==> config.mk <==
export PLATFORM = sky130hd
export DESIGN_NAME = scl_loader
export DESIGN_NICKNAME = d
export VERILOG_FILES = /design/src/shared/scl_pkg.sv /design/src/verilog/scl_loader.sv /design/src/verilog/scl_i2c_byte.sv /design/src/verilog/scl_strap_sync.sv
export VERILOG_INCLUDE_DIRS = /design/src /design/src/shared
export SDC_FILE = /design/constraint.sdc
export NUM_CORES = 1
export LEC_CHECK = 0
export BUFFER_PORTS_ARGS = -buffer_cell sky130_fd_sc_hd__buf_2
export CAP_MARGIN = 10
export CELL_PAD_IN_SITES_DETAIL_PLACEMENT = 0
export CELL_PAD_IN_SITES_GLOBAL_PLACEMENT = 1
export CORE_UTILIZATION = 30
export DETAILED_ROUTE_END_ITERATION = 10
export PLACE_DENSITY_LB_ADDON = 0.1
export SLEW_MARGIN = 20
export SYNTH_ARGS = -nofsm -noshare
export SYNTH_HDL_FRONTEND = slang
export SYNTH_SLANG_ARGS = --single-unit
==> constraint.sdc <==
create_clock -name clk_in -period 9.35 [get_ports clk_in]
set_input_delay 0.935 -clock clk_in [delete_from_list [all_inputs] [get_ports clk_in]]
set_output_delay 0.935 -clock clk_in [all_outputs]
set_load 0.05 [all_outputs]
==> src/shared/scl_defs.svh <==
// register offsets, field positions, reset values and timing counts of the config loader
`ifndef SCL_DEFS_SVH
`define SCL_DEFS_SVH
`define SCL_CLK_HZ          25000000
`define SCL_LOAD_TIME_US    15000
`define SCL_LOAD_CYCLES     ((`SCL_LOAD_TIME_US / 1000) * (`SCL_CLK_HZ / 1000))
`define SCL_I2C_DIV         8'd62
`define SCL_LAST_REG        7'h6d
`define SCL_OFS_FAMILY      7'h00
`define SCL_OFS_CHIP        7'h01
`define SCL_OFS_GC0         7'h02
`define SCL_OFS_GC1         7'h03
`define SCL_OFS_GC2         7'h04
`define SCL_OFS_GC4         7'h06
`define SCL_OFS_GC5         7'h07
`define SCL_OFS_GC6         7'h08
`define SCL_OFS_GC7         7'h09
`define SCL_OFS_GC8         7'h0a
`define SCL_OFS_GC9         7'h0b
`define SCL_RST_GC2         8'h00
`define SCL_RST_GC5         8'h4a
`define SCL_RST_GC6         8'h24
`define SCL_RST_GC7         8'h28
`define SCL_RST_GC8         8'h24
`define SCL_RST_BASEPRI     3'h4
`define SCL_GC0_MIIEN       3
`define SCL_GC0_SHARE       2
`define SCL_GC0_COMPL       1
`define SCL_GC0_LCAGE       0
`define SCL_GC1_PASSALL     7
`define SCL_GC1_TXFC        5
`define SCL_GC1_RXFC        4
`define SCL_GC1_LENCHK      3
`define SCL_GC1_AGE         2
`define SCL_GC1_FASTAGE     1
`define SCL_GC1_AGGR        0
`define SCL_GC2_MIRAND      0
`define SCL_EE_ADDR         7'h50
`endif

==> src/shared/scl_pkg.sv <==
// types shared by the config loader modules
package scl_pkg;
    typedef enum logic [1:0] {SCL_OP_START, SCL_OP_WRITE, SCL_OP_READ, SCL_OP_STOP} scl_op_t;
endpackage

==> src/verilog/scl_loader.sv <==
// eeprom config loader and global control register bank of the switch
// Notes on behaviour
// [RL1] no eeprom answer: start switching with defaults and strap values
// [RL2] after reset release read registers 0 to 109 from the eeprom
// [RL3] whole load finishes within 15 ms of reset release
// [RL4] byte 0 and byte 1 high nibble must match identity, else ignore rest
// [RL5] identity ok: eeprom values overwrite register defaults
// [RL6] system keeps power-down input deasserted while board reset is held
// [RL7] phy management port reaches only standard phy registers, not this bank
// [RL8] identity 0x00-0x01, globals 0x02-0x0b, ports at 0x10, dscp 0x60, mac 0x68
// [RL9] tagged user priority >= base priority (reset 4) classifies high
// [RL10] phy-mode mii enable cleared: all mii outputs tri-stated
// [RL11] buffer share set lets ports borrow; cleared limits each to one fifth
// [RL12] compliance drop mode picks which pause-type frames get dropped
// [RL13] link-change aging: link loss triggers one fast age pass
// [RL14] pass-all-frames forwards every frame including bad ones
// [RL15] two bits suppress tx or rx pause regardless of autonegotiation
// [RL16] length check drops frames with length below 1500 not matching payload
// [RL17] aging enable bit and fast-age bit steer address aging
// [RL18] aggressive backoff bit selects shorter half-duplex backoff
// [RL19] two-bit egress scheduling field picks strict or ratio service
// [RL20] mirror match bit: both ports monitored versus either
// [RL21] switch mii settings: backpressure, half duplex, flow control, 10 mbps, null vid
// [RL22] 11-bit broadcast storm limit, default 0x4a, in 64-byte blocks
// [RL23] sequential i2c reads from byte address zero
`timescale 1ns/1ps
`include "scl_defs.svh"
module scl_loader
    import scl_pkg::*;
#(
    parameter int LOAD_CYCLES = `SCL_LOAD_CYCLES
) (
    input  wire logic       clk_in,
    input  wire logic       arst_n_in,
    input  wire logic       sda_in,
    input  wire logic [7:0] strap_in,
    output logic            scl_oe_out,
    output logic            sda_oe_out,
    output logic            load_done_out,
    output logic            image_ok_out,
    output logic            start_switch_out,
    output logic            load_timeout_out,
    output logic [2:0]      base_priority_out,
    output logic            mii_outputs_en_out,
    output logic            buffer_share_out,
    output logic            compliance_drop_mode_out,
    output logic            link_change_age_out,
    output logic            pass_all_out,
    output logic            tx_pause_off_out,
    output logic            rx_pause_off_out,
    output logic            length_check_out,
    output logic            aging_en_out,
    output logic            fast_age_out,
    output logic            aggr_backoff_out,
    output logic [1:0]      sched_policy_out,
    output logic            mirror_and_out,
    output logic [7:0]      switch_mii_cfg_out,
    output logic [10:0]     storm_limit_out,
    output logic [7:0]      factory_a_out,
    output logic [7:0]      factory_b_out,
    output logic [7:0]      factory_c_out,
    output logic            phy_ps_disable_out
);
    // strap_in bits: 0 mii enable, 1 pause off, 2 aging, 3 aggressive backoff,
    // 4 mii half, 5 mii flow control, 6 mii 10bt, 7 unused
    // identity of this part, values arbitrary
    localparam logic [7:0] FAMILY_CODE = 8'h5a;
    localparam logic [3:0] CHIP_CODE   = 4'h3;

    typedef enum logic [3:0] {
        ST_STRAP, ST_START, ST_DEVW, ST_ADDR, ST_RSTART, ST_DEVR,
        ST_READ, ST_STOP, ST_DONE
    } scl_st_t;

    logic       rs1_r, rst_n;
    logic [7:0] strap_s;
    logic       sda_s;    // data line after two flops
    logic       id_match; // both identity fields agree
    logic       tmo_hit;  // budget runs out this cycle
    logic       fin_ev;   // load ends this cycle
    scl_st_t    st_r;
    logic       go_r;
    scl_op_t    op_r;
    logic [7:0] wd_r;
    logic       nack_r;
    logic       bdone;
    logic [7:0] rdata;
    logic       ack_ok;
    logic       scl_oe, sda_oe;
    logic [6:0] idx_r;
    logic       fail_r;
    logic       id_ok_r;
    logic [7:0] img_r [0:11];
    logic [23:0] tcnt_r;

    // reset release through two flops
    always_ff @(posedge clk_in or negedge arst_n_in) begin
        if (!arst_n_in) begin
            rs1_r <= 1'b0;
            rst_n <= 1'b0;
        end else begin
            rs1_r <= 1'b1;
            rst_n <= rs1_r;
        end
    end

    scl_strap_sync #(.WIDTH(8)) u_sync (
        .clk_in  (clk_in),
        .rst_n_in(rst_n),
        .d_in    (strap_in),
        .q_out   (strap_s)
    );

    scl_strap_sync #(.WIDTH(1)) u_sda_sync (
        .clk_in  (clk_in),
        .rst_n_in(rst_n),
        .d_in    (sda_in),
        .q_out   (sda_s)
    );

    scl_i2c_byte u_i2c (
        .clk_in    (clk_in),
        .rst_n_in  (rst_n),
        .go_in     (go_r),
        .op_in     (op_r),
        .wdata_in  (wd_r),
        .nack_in   (nack_r),
        .sda_in    (sda_s),
        .done_out  (bdone),
        .rdata_out (rdata),
        .ack_ok_out(ack_ok),
        .scl_oe_out(scl_oe),
        .sda_oe_out(sda_oe)
    );

    // load ends at the stop or when the budget runs out
    assign tmo_hit  = (tcnt_r == 24'(LOAD_CYCLES - 2)) && (st_r != ST_DONE); // [RL3]
    assign fin_ev   = tmo_hit || (st_r == ST_STOP && bdone);
    assign id_match = (img_r[0] == FAMILY_CODE) && (rdata[7:4] == CHIP_CODE); // [RL4]

    // load timer; a load still busy at the limit is abandoned
    always_ff @(posedge clk_in or negedge rst_n) begin
        if (!rst_n) begin
            tcnt_r <= 24'h000000;
            load_timeout_out <= 1'b0;
        end else if (st_r != ST_DONE) begin
            tcnt_r <= tcnt_r + 24'h000001;
            if (tmo_hit) begin
                load_timeout_out <= 1'b1; // [RL3]
            end
        end
    end

    // load sequencer: address write then sequential read from byte zero
    always_ff @(posedge clk_in or negedge rst_n) begin
        if (!rst_n) begin
            st_r <= ST_STRAP;
            go_r <= 1'b0;
            op_r <= SCL_OP_STOP;
            wd_r <= 8'h00;
            nack_r <= 1'b0;
            idx_r <= 7'h00;
            fail_r <= 1'b0;
            id_ok_r <= 1'b0;
        end else begin
            go_r <= 1'b0;
            if (tmo_hit) begin
                st_r <= ST_DONE; // [RL3]
            end else begin
                case (st_r)
                    ST_STRAP: if (tcnt_r == 24'h000002) begin // straps settled
                        st_r <= ST_START; // [RL2]
                        go_r <= 1'b1;
                        op_r <= SCL_OP_START;
                    end
                    ST_START: if (bdone) begin
                        st_r <= ST_DEVW;
                        go_r <= 1'b1;
                        op_r <= SCL_OP_WRITE;
                        wd_r <= {`SCL_EE_ADDR, 1'b0};
                    end
                    ST_DEVW: if (bdone) begin
                        if (ack_ok) begin
                            st_r <= ST_ADDR; // [RL23]
                            go_r <= 1'b1;
                            wd_r <= 8'h00;
                        end else begin
                            fail_r <= 1'b1; // [RL1]
                            st_r <= ST_STOP;
                            go_r <= 1'b1;
                            op_r <= SCL_OP_STOP;
                        end
                    end
                    ST_ADDR: if (bdone) begin
                        st_r <= ST_RSTART;
                        go_r <= 1'b1;
                        op_r <= SCL_OP_START;
                    end
                    ST_RSTART: if (bdone) begin
                        st_r <= ST_DEVR;
                        go_r <= 1'b1;
                        op_r <= SCL_OP_WRITE;
                        wd_r <= {`SCL_EE_ADDR, 1'b1};
                    end
                    ST_DEVR: if (bdone) begin
                        st_r <= ack_ok ? ST_READ : ST_STOP;
                        fail_r <= !ack_ok;
                        go_r <= 1'b1;
                        op_r <= ack_ok ? SCL_OP_READ : SCL_OP_STOP;
                        nack_r <= 1'b0;
                    end
                    ST_READ: if (bdone) begin
                        idx_r <= idx_r + 7'h01;
                        go_r <= 1'b1;
                        nack_r <= (idx_r + 7'h01 == `SCL_LAST_REG);
                        if (idx_r == `SCL_OFS_CHIP) begin
                            id_ok_r <= id_match; // [RL4]
                        end
                        if (idx_r == `SCL_OFS_CHIP && !id_match) begin
                            // an acked byte keeps the eeprom on the line: one nacked
                            // dummy read frees the bus before the stop
                            idx_r <= `SCL_LAST_REG; // [RL4]
                            nack_r <= 1'b1;
                        end else if (idx_r == `SCL_LAST_REG) begin
                            st_r <= ST_STOP; // [RL2]
                            op_r <= SCL_OP_STOP;
                        end
                    end
                    ST_STOP: if (bdone) begin
                        st_r <= ST_DONE;
                    end
                    ST_DONE: st_r <= ST_DONE;
                    default: st_r <= ST_DONE;
                endcase
            end
        end
    end

    // capture image bytes of the global bank; phy management never writes here
    always_ff @(posedge clk_in or negedge rst_n) begin
        if (!rst_n) begin
            for (int k = 0; k < 12; k++) begin
                img_r[k] <= 8'h00;
            end
        end else if (st_r == ST_READ && bdone && idx_r <= `SCL_OFS_GC9) begin
            img_r[idx_r[3:0]] <= rdata; // [RL8] [RL7]
        end
    end

    // open drain pins
    always_ff @(posedge clk_in or negedge rst_n) begin
        if (!rst_n) begin
            scl_oe_out <= 1'b0;
            sda_oe_out <= 1'b0;
        end else begin
            scl_oe_out <= scl_oe;
            sda_oe_out <= sda_oe;
        end
    end

    // register bank: defaults and straps, overwritten by a valid image at load end
    always_ff @(posedge clk_in or negedge rst_n) begin
        if (!rst_n) begin
            load_done_out <= 1'b0;
            image_ok_out <= 1'b0;
            start_switch_out <= 1'b0;
            base_priority_out <= `SCL_RST_BASEPRI;
            mii_outputs_en_out <= 1'b0;
            buffer_share_out <= 1'b1;
            compliance_drop_mode_out <= 1'b0;
            link_change_age_out <= 1'b0;
            pass_all_out <= 1'b0;
            tx_pause_off_out <= 1'b0;
            rx_pause_off_out <= 1'b0;
            length_check_out <= 1'b0;
            aging_en_out <= 1'b0;
            fast_age_out <= 1'b0;
            aggr_backoff_out <= 1'b0;
            sched_policy_out <= 2'h0;
            mirror_and_out <= 1'b0;
            switch_mii_cfg_out <= 8'h00;
            storm_limit_out <= {3'h0, `SCL_RST_GC5};
            factory_a_out <= `SCL_RST_GC6;
            factory_b_out <= `SCL_RST_GC7;
            factory_c_out <= `SCL_RST_GC8;
            phy_ps_disable_out <= 1'b0;
        end else if (st_r == ST_STRAP) begin
            mii_outputs_en_out <= strap_s[0]; // [RL10] [RL1]
            tx_pause_off_out <= strap_s[1];   // [RL15]
            rx_pause_off_out <= strap_s[1];
            aging_en_out <= strap_s[2];       // [RL17]
            aggr_backoff_out <= strap_s[3];   // [RL18]
            switch_mii_cfg_out <= {1'b0, strap_s[4], strap_s[5], strap_s[6], 4'h0};
        end else if (!load_done_out) begin
            if (fin_ev) begin
                load_done_out <= 1'b1;
                start_switch_out <= 1'b1; // [RL1]
                if (id_ok_r && !fail_r && !tmo_hit) begin
                    image_ok_out <= 1'b1; // [RL5]
                    base_priority_out <= img_r[2][6:4]; // [RL9]
                    mii_outputs_en_out <= img_r[2][`SCL_GC0_MIIEN]; // [RL10]
                    buffer_share_out <= img_r[2][`SCL_GC0_SHARE]; // [RL11]
                    compliance_drop_mode_out <= img_r[2][`SCL_GC0_COMPL]; // [RL12]
                    link_change_age_out <= img_r[2][`SCL_GC0_LCAGE]; // [RL13]
                    pass_all_out <= img_r[3][`SCL_GC1_PASSALL]; // [RL14]
                    tx_pause_off_out <= img_r[3][`SCL_GC1_TXFC]; // [RL15]
                    rx_pause_off_out <= img_r[3][`SCL_GC1_RXFC];
                    length_check_out <= img_r[3][`SCL_GC1_LENCHK]; // [RL16]
                    aging_en_out <= img_r[3][`SCL_GC1_AGE]; // [RL17]
                    fast_age_out <= img_r[3][`SCL_GC1_FASTAGE];
                    aggr_backoff_out <= img_r[3][`SCL_GC1_AGGR]; // [RL18]
                    sched_policy_out <= img_r[4][3:2]; // [RL19]
                    mirror_and_out <= img_r[4][`SCL_GC2_MIRAND]; // [RL20]
                    switch_mii_cfg_out <= {img_r[6][7:3], 3'h0}; // [RL21]
                    storm_limit_out <= {img_r[6][2:0], img_r[7]}; // [RL22]
                    factory_a_out <= img_r[8];
                    factory_b_out <= img_r[9];
                    factory_c_out <= img_r[10];
                    phy_ps_disable_out <= img_r[11][3];
                end
            end
        end
    end

    // load may not outlast its time budget
    chk_load_budget: assert property (@(posedge clk_in) disable iff (!rst_n)
        (tcnt_r >= 24'(LOAD_CYCLES - 1)) |-> load_done_out) // [RL3]
        else $error("config load exceeded time budget");

    // defaults stay when identity fails
    chk_bad_id_keep: assert property (@(posedge clk_in) disable iff (!rst_n)
        $rose(load_done_out) && !id_ok_r |=> !image_ok_out
        && storm_limit_out == {3'h0, `SCL_RST_GC5}) // [RL4]
        else $error("bad identity image applied");

    // valid image lands in the bank
    chk_image_apply: assert property (@(posedge clk_in) disable iff (!rst_n)
        $rose(image_ok_out) |-> base_priority_out == img_r[2][6:4]
        && storm_limit_out == {img_r[6][2:0], img_r[7]}) // [RL5]
        else $error("image not applied to bank");

    // switch starts even with no eeprom
    chk_start_noee: assert property (@(posedge clk_in) disable iff (!rst_n)
        load_done_out |-> start_switch_out) // [RL1]
        else $error("switch not started after load");

    // first address byte sent is zero
    chk_addr_zero: assert property (@(posedge clk_in) disable iff (!rst_n)
        (st_r == ST_ADDR) |-> wd_r == 8'h00) // [RL23]
        else $error("eeprom read not from address zero");

    // reads stop at the last image byte
    chk_read_bound: assert property (@(posedge clk_in) disable iff (!rst_n)
        (st_r == ST_READ) |-> idx_r <= `SCL_LAST_REG) // [RL2]
        else $error("read past image end");

    // scheduling field never changes once the load is done
    chk_bank_src: assert property (@(posedge clk_in) disable iff (!rst_n)
        $changed(sched_policy_out) |-> $past(st_r) != ST_DONE) // [RL7]
        else $error("bank changed after load");

    // valid image needs a good identity
    chk_id_gate: assert property (@(posedge clk_in) disable iff (!rst_n)
        image_ok_out |-> id_ok_r) // [RL4]
        else $error("image accepted without identity");
endmodule

==> src/verilog/scl_i2c_byte.sv <==
// single-byte i2c master engine: start, stop, byte write, byte read
`timescale 1ns/1ps
`include "scl_defs.svh"
module scl_i2c_byte
    import scl_pkg::*;
(
    input  wire logic       clk_in,
    input  wire logic       rst_n_in,
    input  wire logic       go_in,
    input  wire scl_op_t    op_in,
    input  wire logic [7:0] wdata_in,
    input  wire logic       nack_in,
    input  wire logic       sda_in,
    output logic            done_out,
    output logic [7:0]      rdata_out,
    output logic            ack_ok_out,
    output logic            scl_oe_out,
    output logic            sda_oe_out
);
    logic [7:0] div_r;
    logic       tick;
    logic [5:0] ph_r;     // quarter-bit phase counter
    logic       busy_r;
    scl_op_t    op_r;
    logic [8:0] sh_r;
    logic [5:0] last;

    // quarter-bit tick divider
    always_ff @(posedge clk_in or negedge rst_n_in) begin
        if (!rst_n_in) begin
            div_r <= 8'h00;
        end else if (!busy_r || div_r == `SCL_I2C_DIV) begin
            div_r <= 8'h00;
        end else begin
            div_r <= div_r + 8'h01;
        end
    end
    assign tick = busy_r && (div_r == `SCL_I2C_DIV);
    assign last = (op_r == SCL_OP_START || op_r == SCL_OP_STOP) ? 6'd3 : 6'd35;

    // bit sequencer, open drain: oe high pulls the line low
    always_ff @(posedge clk_in or negedge rst_n_in) begin
        if (!rst_n_in) begin
            busy_r <= 1'b0;
            ph_r <= 6'd0;
            op_r <= SCL_OP_STOP;
            sh_r <= 9'h000;
            done_out <= 1'b0;
            rdata_out <= 8'h00;
            ack_ok_out <= 1'b0;
            scl_oe_out <= 1'b0;
            sda_oe_out <= 1'b0;
        end else begin
            done_out <= 1'b0;
            if (go_in && !busy_r) begin
                busy_r <= 1'b1;
                ph_r <= 6'd0;
                op_r <= op_in;
                sh_r <= (op_in == SCL_OP_READ) ? {8'hff, nack_in} : {wdata_in, 1'b1};
            end else if (tick) begin
                case (op_r)
                    SCL_OP_START: begin
                        scl_oe_out <= (ph_r == 6'd3);
                        sda_oe_out <= (ph_r >= 6'd1);
                    end
                    SCL_OP_STOP: begin
                        scl_oe_out <= (ph_r == 6'd0);
                        sda_oe_out <= (ph_r <= 6'd1);
                    end
                    default: begin
                        scl_oe_out <= (ph_r[1:0] == 2'd0) || (ph_r[1:0] == 2'd3);
                        if (ph_r[1:0] == 2'd0) begin
                            sda_oe_out <= !sh_r[8]; // data moves only while scl is low
                        end
                        if (ph_r[1:0] == 2'd2) begin
                            sh_r <= {sh_r[7:0], sda_in};
                        end
                    end
                endcase
                if (ph_r == last) begin
                    busy_r <= 1'b0;
                    done_out <= 1'b1;
                    rdata_out <= sh_r[8:1];
                    ack_ok_out <= !sh_r[0];
                end else begin
                    ph_r <= ph_r + 6'd1;
                end
            end
        end
    end
endmodule

==> src/verilog/scl_strap_sync.sv <==
// two-flop synchroniser for a bundle of pin inputs
`timescale 1ns/1ps
module scl_strap_sync #(
    parameter int WIDTH = 8
) (
    input  wire logic             clk_in,
    input  wire logic             rst_n_in,
    input  wire logic [WIDTH-1:0] d_in,
    output logic      [WIDTH-1:0] q_out
);
    logic [WIDTH-1:0] s1_r;
    genvar i;
    // one flop pair per bit
    generate
        for (i = 0; i < WIDTH; i++) begin : g_bit
            always_ff @(posedge clk_in or negedge rst_n_in) begin
                if (!rst_n_in) begin
                    s1_r[i] <= 1'b0;
                    q_out[i] <= 1'b0;
                end else begin
                    s1_r[i] <= d_in[i];
                    q_out[i] <= s1_r[i];
                end
            end
        end
    endgenerate
endmodule

---- After elaboration in Yosys (flattened, before gate mapping) ----
Cells that the tools add are included.
word-level totals
  input bits .............................. 11
  logic and storage cells ................. 283
  bits in registers ....................... 268
  output and inout port bits .............. 67
cells by class
  bitwise gates (word level) .............. 5
  reduce and logical (&&, ||, !) cells .... 56
  $lt $le $gt $ge ......................... 5
  muxes and demuxes ....................... 91
  equal/unequal tests ..................... 47
  add/sub/neg operators ................... 4
operators with widths
  kind                                                   number
  bitwise mux 96 bit                                     1
  2-to-1 mux 8 bit                                       10
  2-to-1 mux 9 bit                                       5
  2-to-1 mux 4 bit                                       11
  2-to-1 mux 1 bit                                       40
  demux 8 bit (select 4 bit)                             1
  case mux 4 bit (8 select lines)                        1
  adder 24 x 1 -> 24 bit, second input constant          1
  == test 24 x 19 -> 1 bit, second input constant        1
  == test 24 x 2 -> 1 bit, second input constant         1
  2-to-1 mux 6 bit                                       4
  case mux 8 bit (3 select lines)                        1
  inequality test 2 x 1 -> 1 bit, second input constant  11
  inequality test 3 x 2 -> 1 bit, second input constant  7
  2-to-1 mux 2 bit                                       9
  AND reduction 3 bit                                    6
  == test 4 x 3 -> 1 bit, second input constant          4
  == test 7 bit, second input constant                   2
  nonzero test 2 bit                                     7
  == test 4 x 2 -> 1 bit, second input constant          3
  case mux 2 bit (6 select lines)                        1
  AND reduction 4 bit                                    3
  logical AND 1 bit                                      11
  AND reduction 11 bit                                   1
  other kinds (36)                                       66

---- Longest topological paths before layout ----
  word-level depth ........................ 8
  gate-level depth with buffers ........... 9
  gate-level depth less buffers ........... 7

---- Hierarchy ----
From an unflattened synthesis, not the netlist that was laid out.
unflattened totals
  cell total of the unflattened synthesis .. 757
  area, all modules ....................... 9680.5 um2
modules (own cells, without submodules)
  module                       area an instance (um2)  cells each  seq. area each (um2)  times used
  scl_loader                   7365.8                  564         4395.5                1
  scl_i2c_byte                 1864.3                  175         953.4                 1
  scl_strap_sync (u_sync)      400.4                   16          400.4                 1
  scl_strap_sync (u_sda_sync)  50.0                    2           50.0                  1

---- Least setup slack after synthesis ----
OpenSTA, ideal clock, no wires.
  kind .................................... register to register
  start ................................... reg u_i2c.op_r[0]
  end ..................................... reg u_i2c.rdata_out[2]
  cell stages (with the launch flop) ...... 9
  slack ................................... 7.001 ns
  period minus slack after synthesis ...... 2.349 ns
  buffers on the path ..................... 2
  data required time ...................... 9.225 ns
  library setup time ...................... 0.125 ns
  arrival time ............................ 2.224 ns
  cells stage by stage .................... dfstp_2 inv_1 ha_1 clkbuf_1 xnor2_1 nand4_1 nor2_1 clkbuf_1 mux2_2
on the way
  cells in the longest elaborated chain, start to end .. 5
  elaborated cells between the ends (all ways) .. 6
  classes of those cells .................. eq/ne: 2; mux: 1; reduce/logical: 3
RTL lines
  element                                                    RTL line            RTL
  start, declared                                            scl_i2c_byte.sv:24  scl_op_t op_r;
  start signal, assigned                                     scl_i2c_byte.sv:58  op_r <= op_in;
  == test 2 bit / logical NOT 2 bit (equally long branches)  scl_i2c_byte.sv:39  assign last = (op_r == SCL_OP_START || op_r == SCL_OP_STOP) ? 6'd3 : 6'd35;
  logical OR 1 bit (*)                                       scl_i2c_byte.sv:39
  2-to-1 mux 6 bit (*)                                       scl_i2c_byte.sv:39
  == test 6 bit (*)                                          scl_i2c_byte.sv:80  if (ph_r == last) begin
  AND reduction 3 bit (no line) (*)                          n/a
  end signal, assigned                                       scl_i2c_byte.sv:83  rdata_out <= sh_r[8:1];
  end, declared                                              scl_i2c_byte.sv:15  output logic [7:0] rdata_out,
Mark *: on every way between the ends. The rest lies on a longest branch, timed or not.
A chain may end at the register's enable or synchronous reset.

---- Worst setup path in the final report ----
  start ................................... reg st_r[1]
  end ..................................... reg idx_r[4]
on the way
  cells in the longest elaborated chain, start to end .. 4
  elaborated cells between the ends (all ways) .. 5
  classes of those cells .................. eq/ne: 2; bitwise: 1; reduce/logical: 2
RTL lines
  element                            RTL line           RTL
  start, declared                    scl_loader.sv:81   scl_st_t st_r;
  start signal, assigned             scl_loader.sv:206  st_r <= ack_ok ? ST_READ : ST_STOP;
  inequality test 4 bit              scl_loader.sv:137  assign tmo_hit = (tcnt_r == 24'(LOAD_CYCLES - 2)) && (st_r != ST_DONE);
  logical AND 1 bit                  scl_loader.sv:137
  NOT 1 bit (no line)                n/a
  AND reduction 3 bit (no line) (*)  n/a
  end signal, assigned               scl_loader.sv:213  idx_r <= idx_r + 7'h01;
  end signal, assigned               scl_loader.sv:222  idx_r <= `SCL_LAST_REG;
  end, declared                      scl_loader.sv:90   logic [6:0] idx_r;
Marked as above.

==> flow_metrics.py <==
metrics = {
    "setup_path": {
        "endpoint_kind": "register",
        "required_ns": 9.77,
        "cp_slowest_cell": "o211ai_1",
        "worst_ep_arrival_time_ns": 3.35,
        "slowest_delay_ns": 0.71,
        "path_cells": "or4b_1, or4b_4, o211ai_1, nor2_1, a22o_1",
        "crit_type": "reg2reg",
        "critPathMaxFanout": 18,
        "crit_path_start_kind": "register",
    },
    "power_and_ir_drop": {
        "power.share.combinational_pct": 1.4,
        "ir_worst_vdd_v": 0.000110,
        "p_switching_uw": 451,
        "p_int_mw": 1.72,
        "power_density_nw_per_um2": 187,
        "cellLeakagePower_nw": 5.59,
        "switching_share_pct": 20.8,
        "seq_power_share_pct": 46.3,
        "power_frac_clock_pct": 52.3,
        "total_power_mw": 2.17,
    },
    "route": {
        "route.layer.met1.wl_um": 9950,
        "postRouteAntennaNets": 0,
        "vias": 6054,
        "dr_wl_met2_um": 10200,
        "wl_met3_um": 792,
        "drc": 0,
        "drt-pass1-iter-count": 4,
        "wirelength_um": 21400,
        "viasPerCell": 4.64,
        "drt_iter0_drc": 302,
        "dr.max_layer_used": "met4",
        "drt-wirelength-per-cell_um": 16.4,
    },
    "clocking": {
        "numCtsBuffers": 27,
        "cts_max_level": 1,
        "clk_latency_ns": 0.53,
        "cts_sinks": 229,
        "clkTransAtPathRegs_ns": 0.06,
        "clockRootBuffer": "clkbuf_16",
        "cts_buffer_depth": 3,
        "postCtsSetupBuffers": 0,
        "hold_buffers": 0,
        "cts_tree": "done",
        "cts_resized": 0,
    },
    "timing": {
        "rsz0062_at_grt": "false",
        "drv_slew": 0,
        "setup_ws_ns": 6.42,
        "hold_viol": 0,
        "fmax_mhz": 341,
        "relSlewSlack_pct": 32.1,
        "worst_slew_pin_slew_ns": 1.02,
        "setup_tns_ns": 0,
        "period_minus_slack_ns": 2.93,
        "setup_viol": 0,
        "fin_worst_skew_ns": 0.00793,
        "finalCritPeriodShare_pct": 31.4,
    },
    "logic_synthesis": {
        "syn_area_um2": 9850,
        "ys_types": 71,
        "synthArstFlopShare_pct": 100,
        "synthCells": 776,
        "yosysWarnings": 0,
        "yosysTopAreaCellShare_pct": 54.4,
        "yosysTopAreaCell": "dfrtp_1",
        "synth-main-ff-cell": "dfrtp_1",
        "synth_area_leaders": "dfrtp_1 (54%), mux2_2 (11%), mux2_4 (4.1%)",
        "synth_common_cells": "dfrtp_1 (214), mux2_2 (99), nand2_1 (49)",
        "synth-seq-area-share_pct": 58.4,
        "yosys.cell_count.top_type": "dfrtp_1",
        "synth-edff-count": 0,
        "ys_seq_elements": 229,
        "syn_area_per_cell_um2": 12.7,
    },
    "global_route": {
        "grt-ovfl-total": 0,
        "grt_pass1_vias": 6293,
        "grt_usage_pct": 13.2,
        "grt_max_degree": 176,
        "grt_pass1_wl_um": 35400,
        "antenna_found_initial": 0,
    },
    "floorplan": {
        "io_pins": 78,
        "die_w_um": 183,
        "rows": 65,
        "die_h_um": 183,
        "core_area_um2": 32000,
        "start_util_pct": 30.8,
        "die_area_um2": 33600,
    },
    "placement": {
        "place_congestion": 0.742,
        "portBuffers": 73,
        "dp_worst_setup_slack_ns": 6.42,
        "dpl.hpwl_um": 14300,
    },
    "cells_and_area": {
        "drive_gt1_share_pct": 32.5,
        "syn2layout_area_growth_pct": 17.7,
        "nets": 874,
        "antenna_cells": 0,
    },
    "outcome": {
        "outcome": "complete, no violations",
    },
    "worst_hold_path": {
        "hold_path_class": "in2async",
    },
    "flow_run": {
        "maxCapViolCount": 0,
    },
}
-- power groups by stage --
stage / Sequential [mW] / Combinational [mW] / Clock [mW]
final: 1.00 / 0.0302 / 1.13
after global placement: 1.02 / 0.0308 / 0
after CTS: 1.00 / 0.0316 / 1.17
after global routing: 1.01 / 0.0343 / 1.22
after detailed placement: 1.02 / 0.0315 / 0
after floorplan: 1.04 / 0.00536 / 0
-- registers in the layout, summed over array words and instances (netlist names), 3 cells and up --
| name | cells |
|---|---|
| u_sync.q_out | 7 |
| idx_r | 7 |
| u_i2c.sh_r | 9 |
| factory_c_out | 8 |
| base_priority_out | 3 |
| u_i2c.rdata_out | 8 |
| factory_b_out | 8 |
| u_i2c.ph_r | 6 |
| tcnt_r | 24 |
| storm_limit_out | 11 |
| st_r | 4 |
| u_i2c.div_r | 8 |
| u_sync.s1_r | 7 |
| img_r | 66 |
| factory_a_out | 8 |
| switch_mii_cfg_out | 5 |
-- cell type report --
type / count / area (µm²)
Clock inverter: 15 / 215
Fill cell: 3130 / 20400
Tap cell: 435 / 544
Clock buffer: 35 / 766
Sequential cell: 229 / 5750
Inverter: 20 / 75.1
Multi-Input combinational cell: 494 / 3840
Timing Repair Buffer: 76 / 400
-- worst max-delay path, delay by kind of cell, from the launching register on --
family | cells | cell delay (ns)
DFF | 1 | 0.69
and+or+nand+nor | 3 | 1.17
AOI/OAI and AO/OA | 2 | 0.96
-- logic make-up (layout without fill, tap and decap cells) --
| family | after synthesis | count (layout) | synth area share (%) |
|---|---|---|---|
| DFF | 229 | 229 | 58.4 |
| other | 2 | 4 | 0.0762 |
| AOI/OAI and AO/OA | 97 | 97 | 6.63 |
| and+or+nand+nor | 216 | 216 | 11.6 |
| adders and majority gates | 15 | 15 | 1.91 |
| muxes | 127 | 127 | 15.5 |
| xor gates and xnor gates | 35 | 35 | 3.11 |
| buffers and inverters | 55 | 146 | 2.76 |
-- metrics by stage --
step / hold slack, ns / utilization, % / cells / area (µm²)
6_report: 0.183 / 36.3 / 1304 / 11600
5_1_grt: 0.161 / 36.3 / 1304 / 11600
4_1_cts: 0.158 / 36.3 / 1304 / 11600
3_5_place_dp: 0.339 / 33.2 / 1254 / 10600
3_3_place_gp: 0.335 / 33.2 / 1254 / 10600
2_1_floorplan: 0.331 / - / 778 / 9860
-- final timing paths --
check	from	endpoint	slack [ns]	depth (start not counted)
setup / recovery	st_r[1]$_DFFE_PN0P_	idx_r[4]$_DFFE_PN0P_	6.42	5
setup reg to reg	st_r[1]$_DFFE_PN0P_	idx_r[4]$_DFFE_PN0P_	6.42	5
max in group asynchronous	rst_n$_DFF_PN0_	switch_mii_cfg_out[4]$_DFFE_PN0P_	7.57	1
min in group clk_in	rs1_r$_DFF_PN0_	rst_n$_DFF_PN0_	0.35	0
hold reg to reg	rs1_r$_DFF_PN0_	rst_n$_DFF_PN0_	0.35	0
hold / removal	arst_n_in	rs1_r$_DFF_PN0_	0.18	1
-- layout by cell type, fill, tap and decap left out, types with 4 or more instances in the layout --
| cell type | instances |
|---|---|
| dfrtp_1 | 213 |
| mux2_2 | 99 |
| buf_2 | 73 |
| nand2_1 | 49 |
| nor2_1 | 43 |
| o21ai_0 | 29 |
| nand3_1 | 27 |
| mux2_4 | 27 |
| clkbuf_16 | 27 |
| a21oi_1 | 21 |
| inv_1 | 20 |
| xnor2_1 | 19 |
| nor3_1 | 16 |
| xor2_1 | 16 |
| ha_1 | 15 |
| dfstp_2 | 15 |
| nand4_1 | 11 |
| and2_1 | 9 |
| nor2b_1 | 9 |
| and3_1 | 8 |
| a31oi_1 | 8 |
| nand2b_1 | 7 |
| nor4_1 | 7 |
| a221o_1 | 6 |
| clkbuf_8 | 6 |
| bufinv_16 | 5 |
| clkinv_2 | 5 |
| and4_1 | 4 |
| o31ai_1 | 4 |
| conb_1 | 4 |
-- routing by layer --
metal  vias up  track usage (%)
li1       2882                -
met1      3040             18.0
met2       100             21.7
met3        32             2.14
met4         0             3.63
met5         -                0
(Power assumes the default switching activity.)
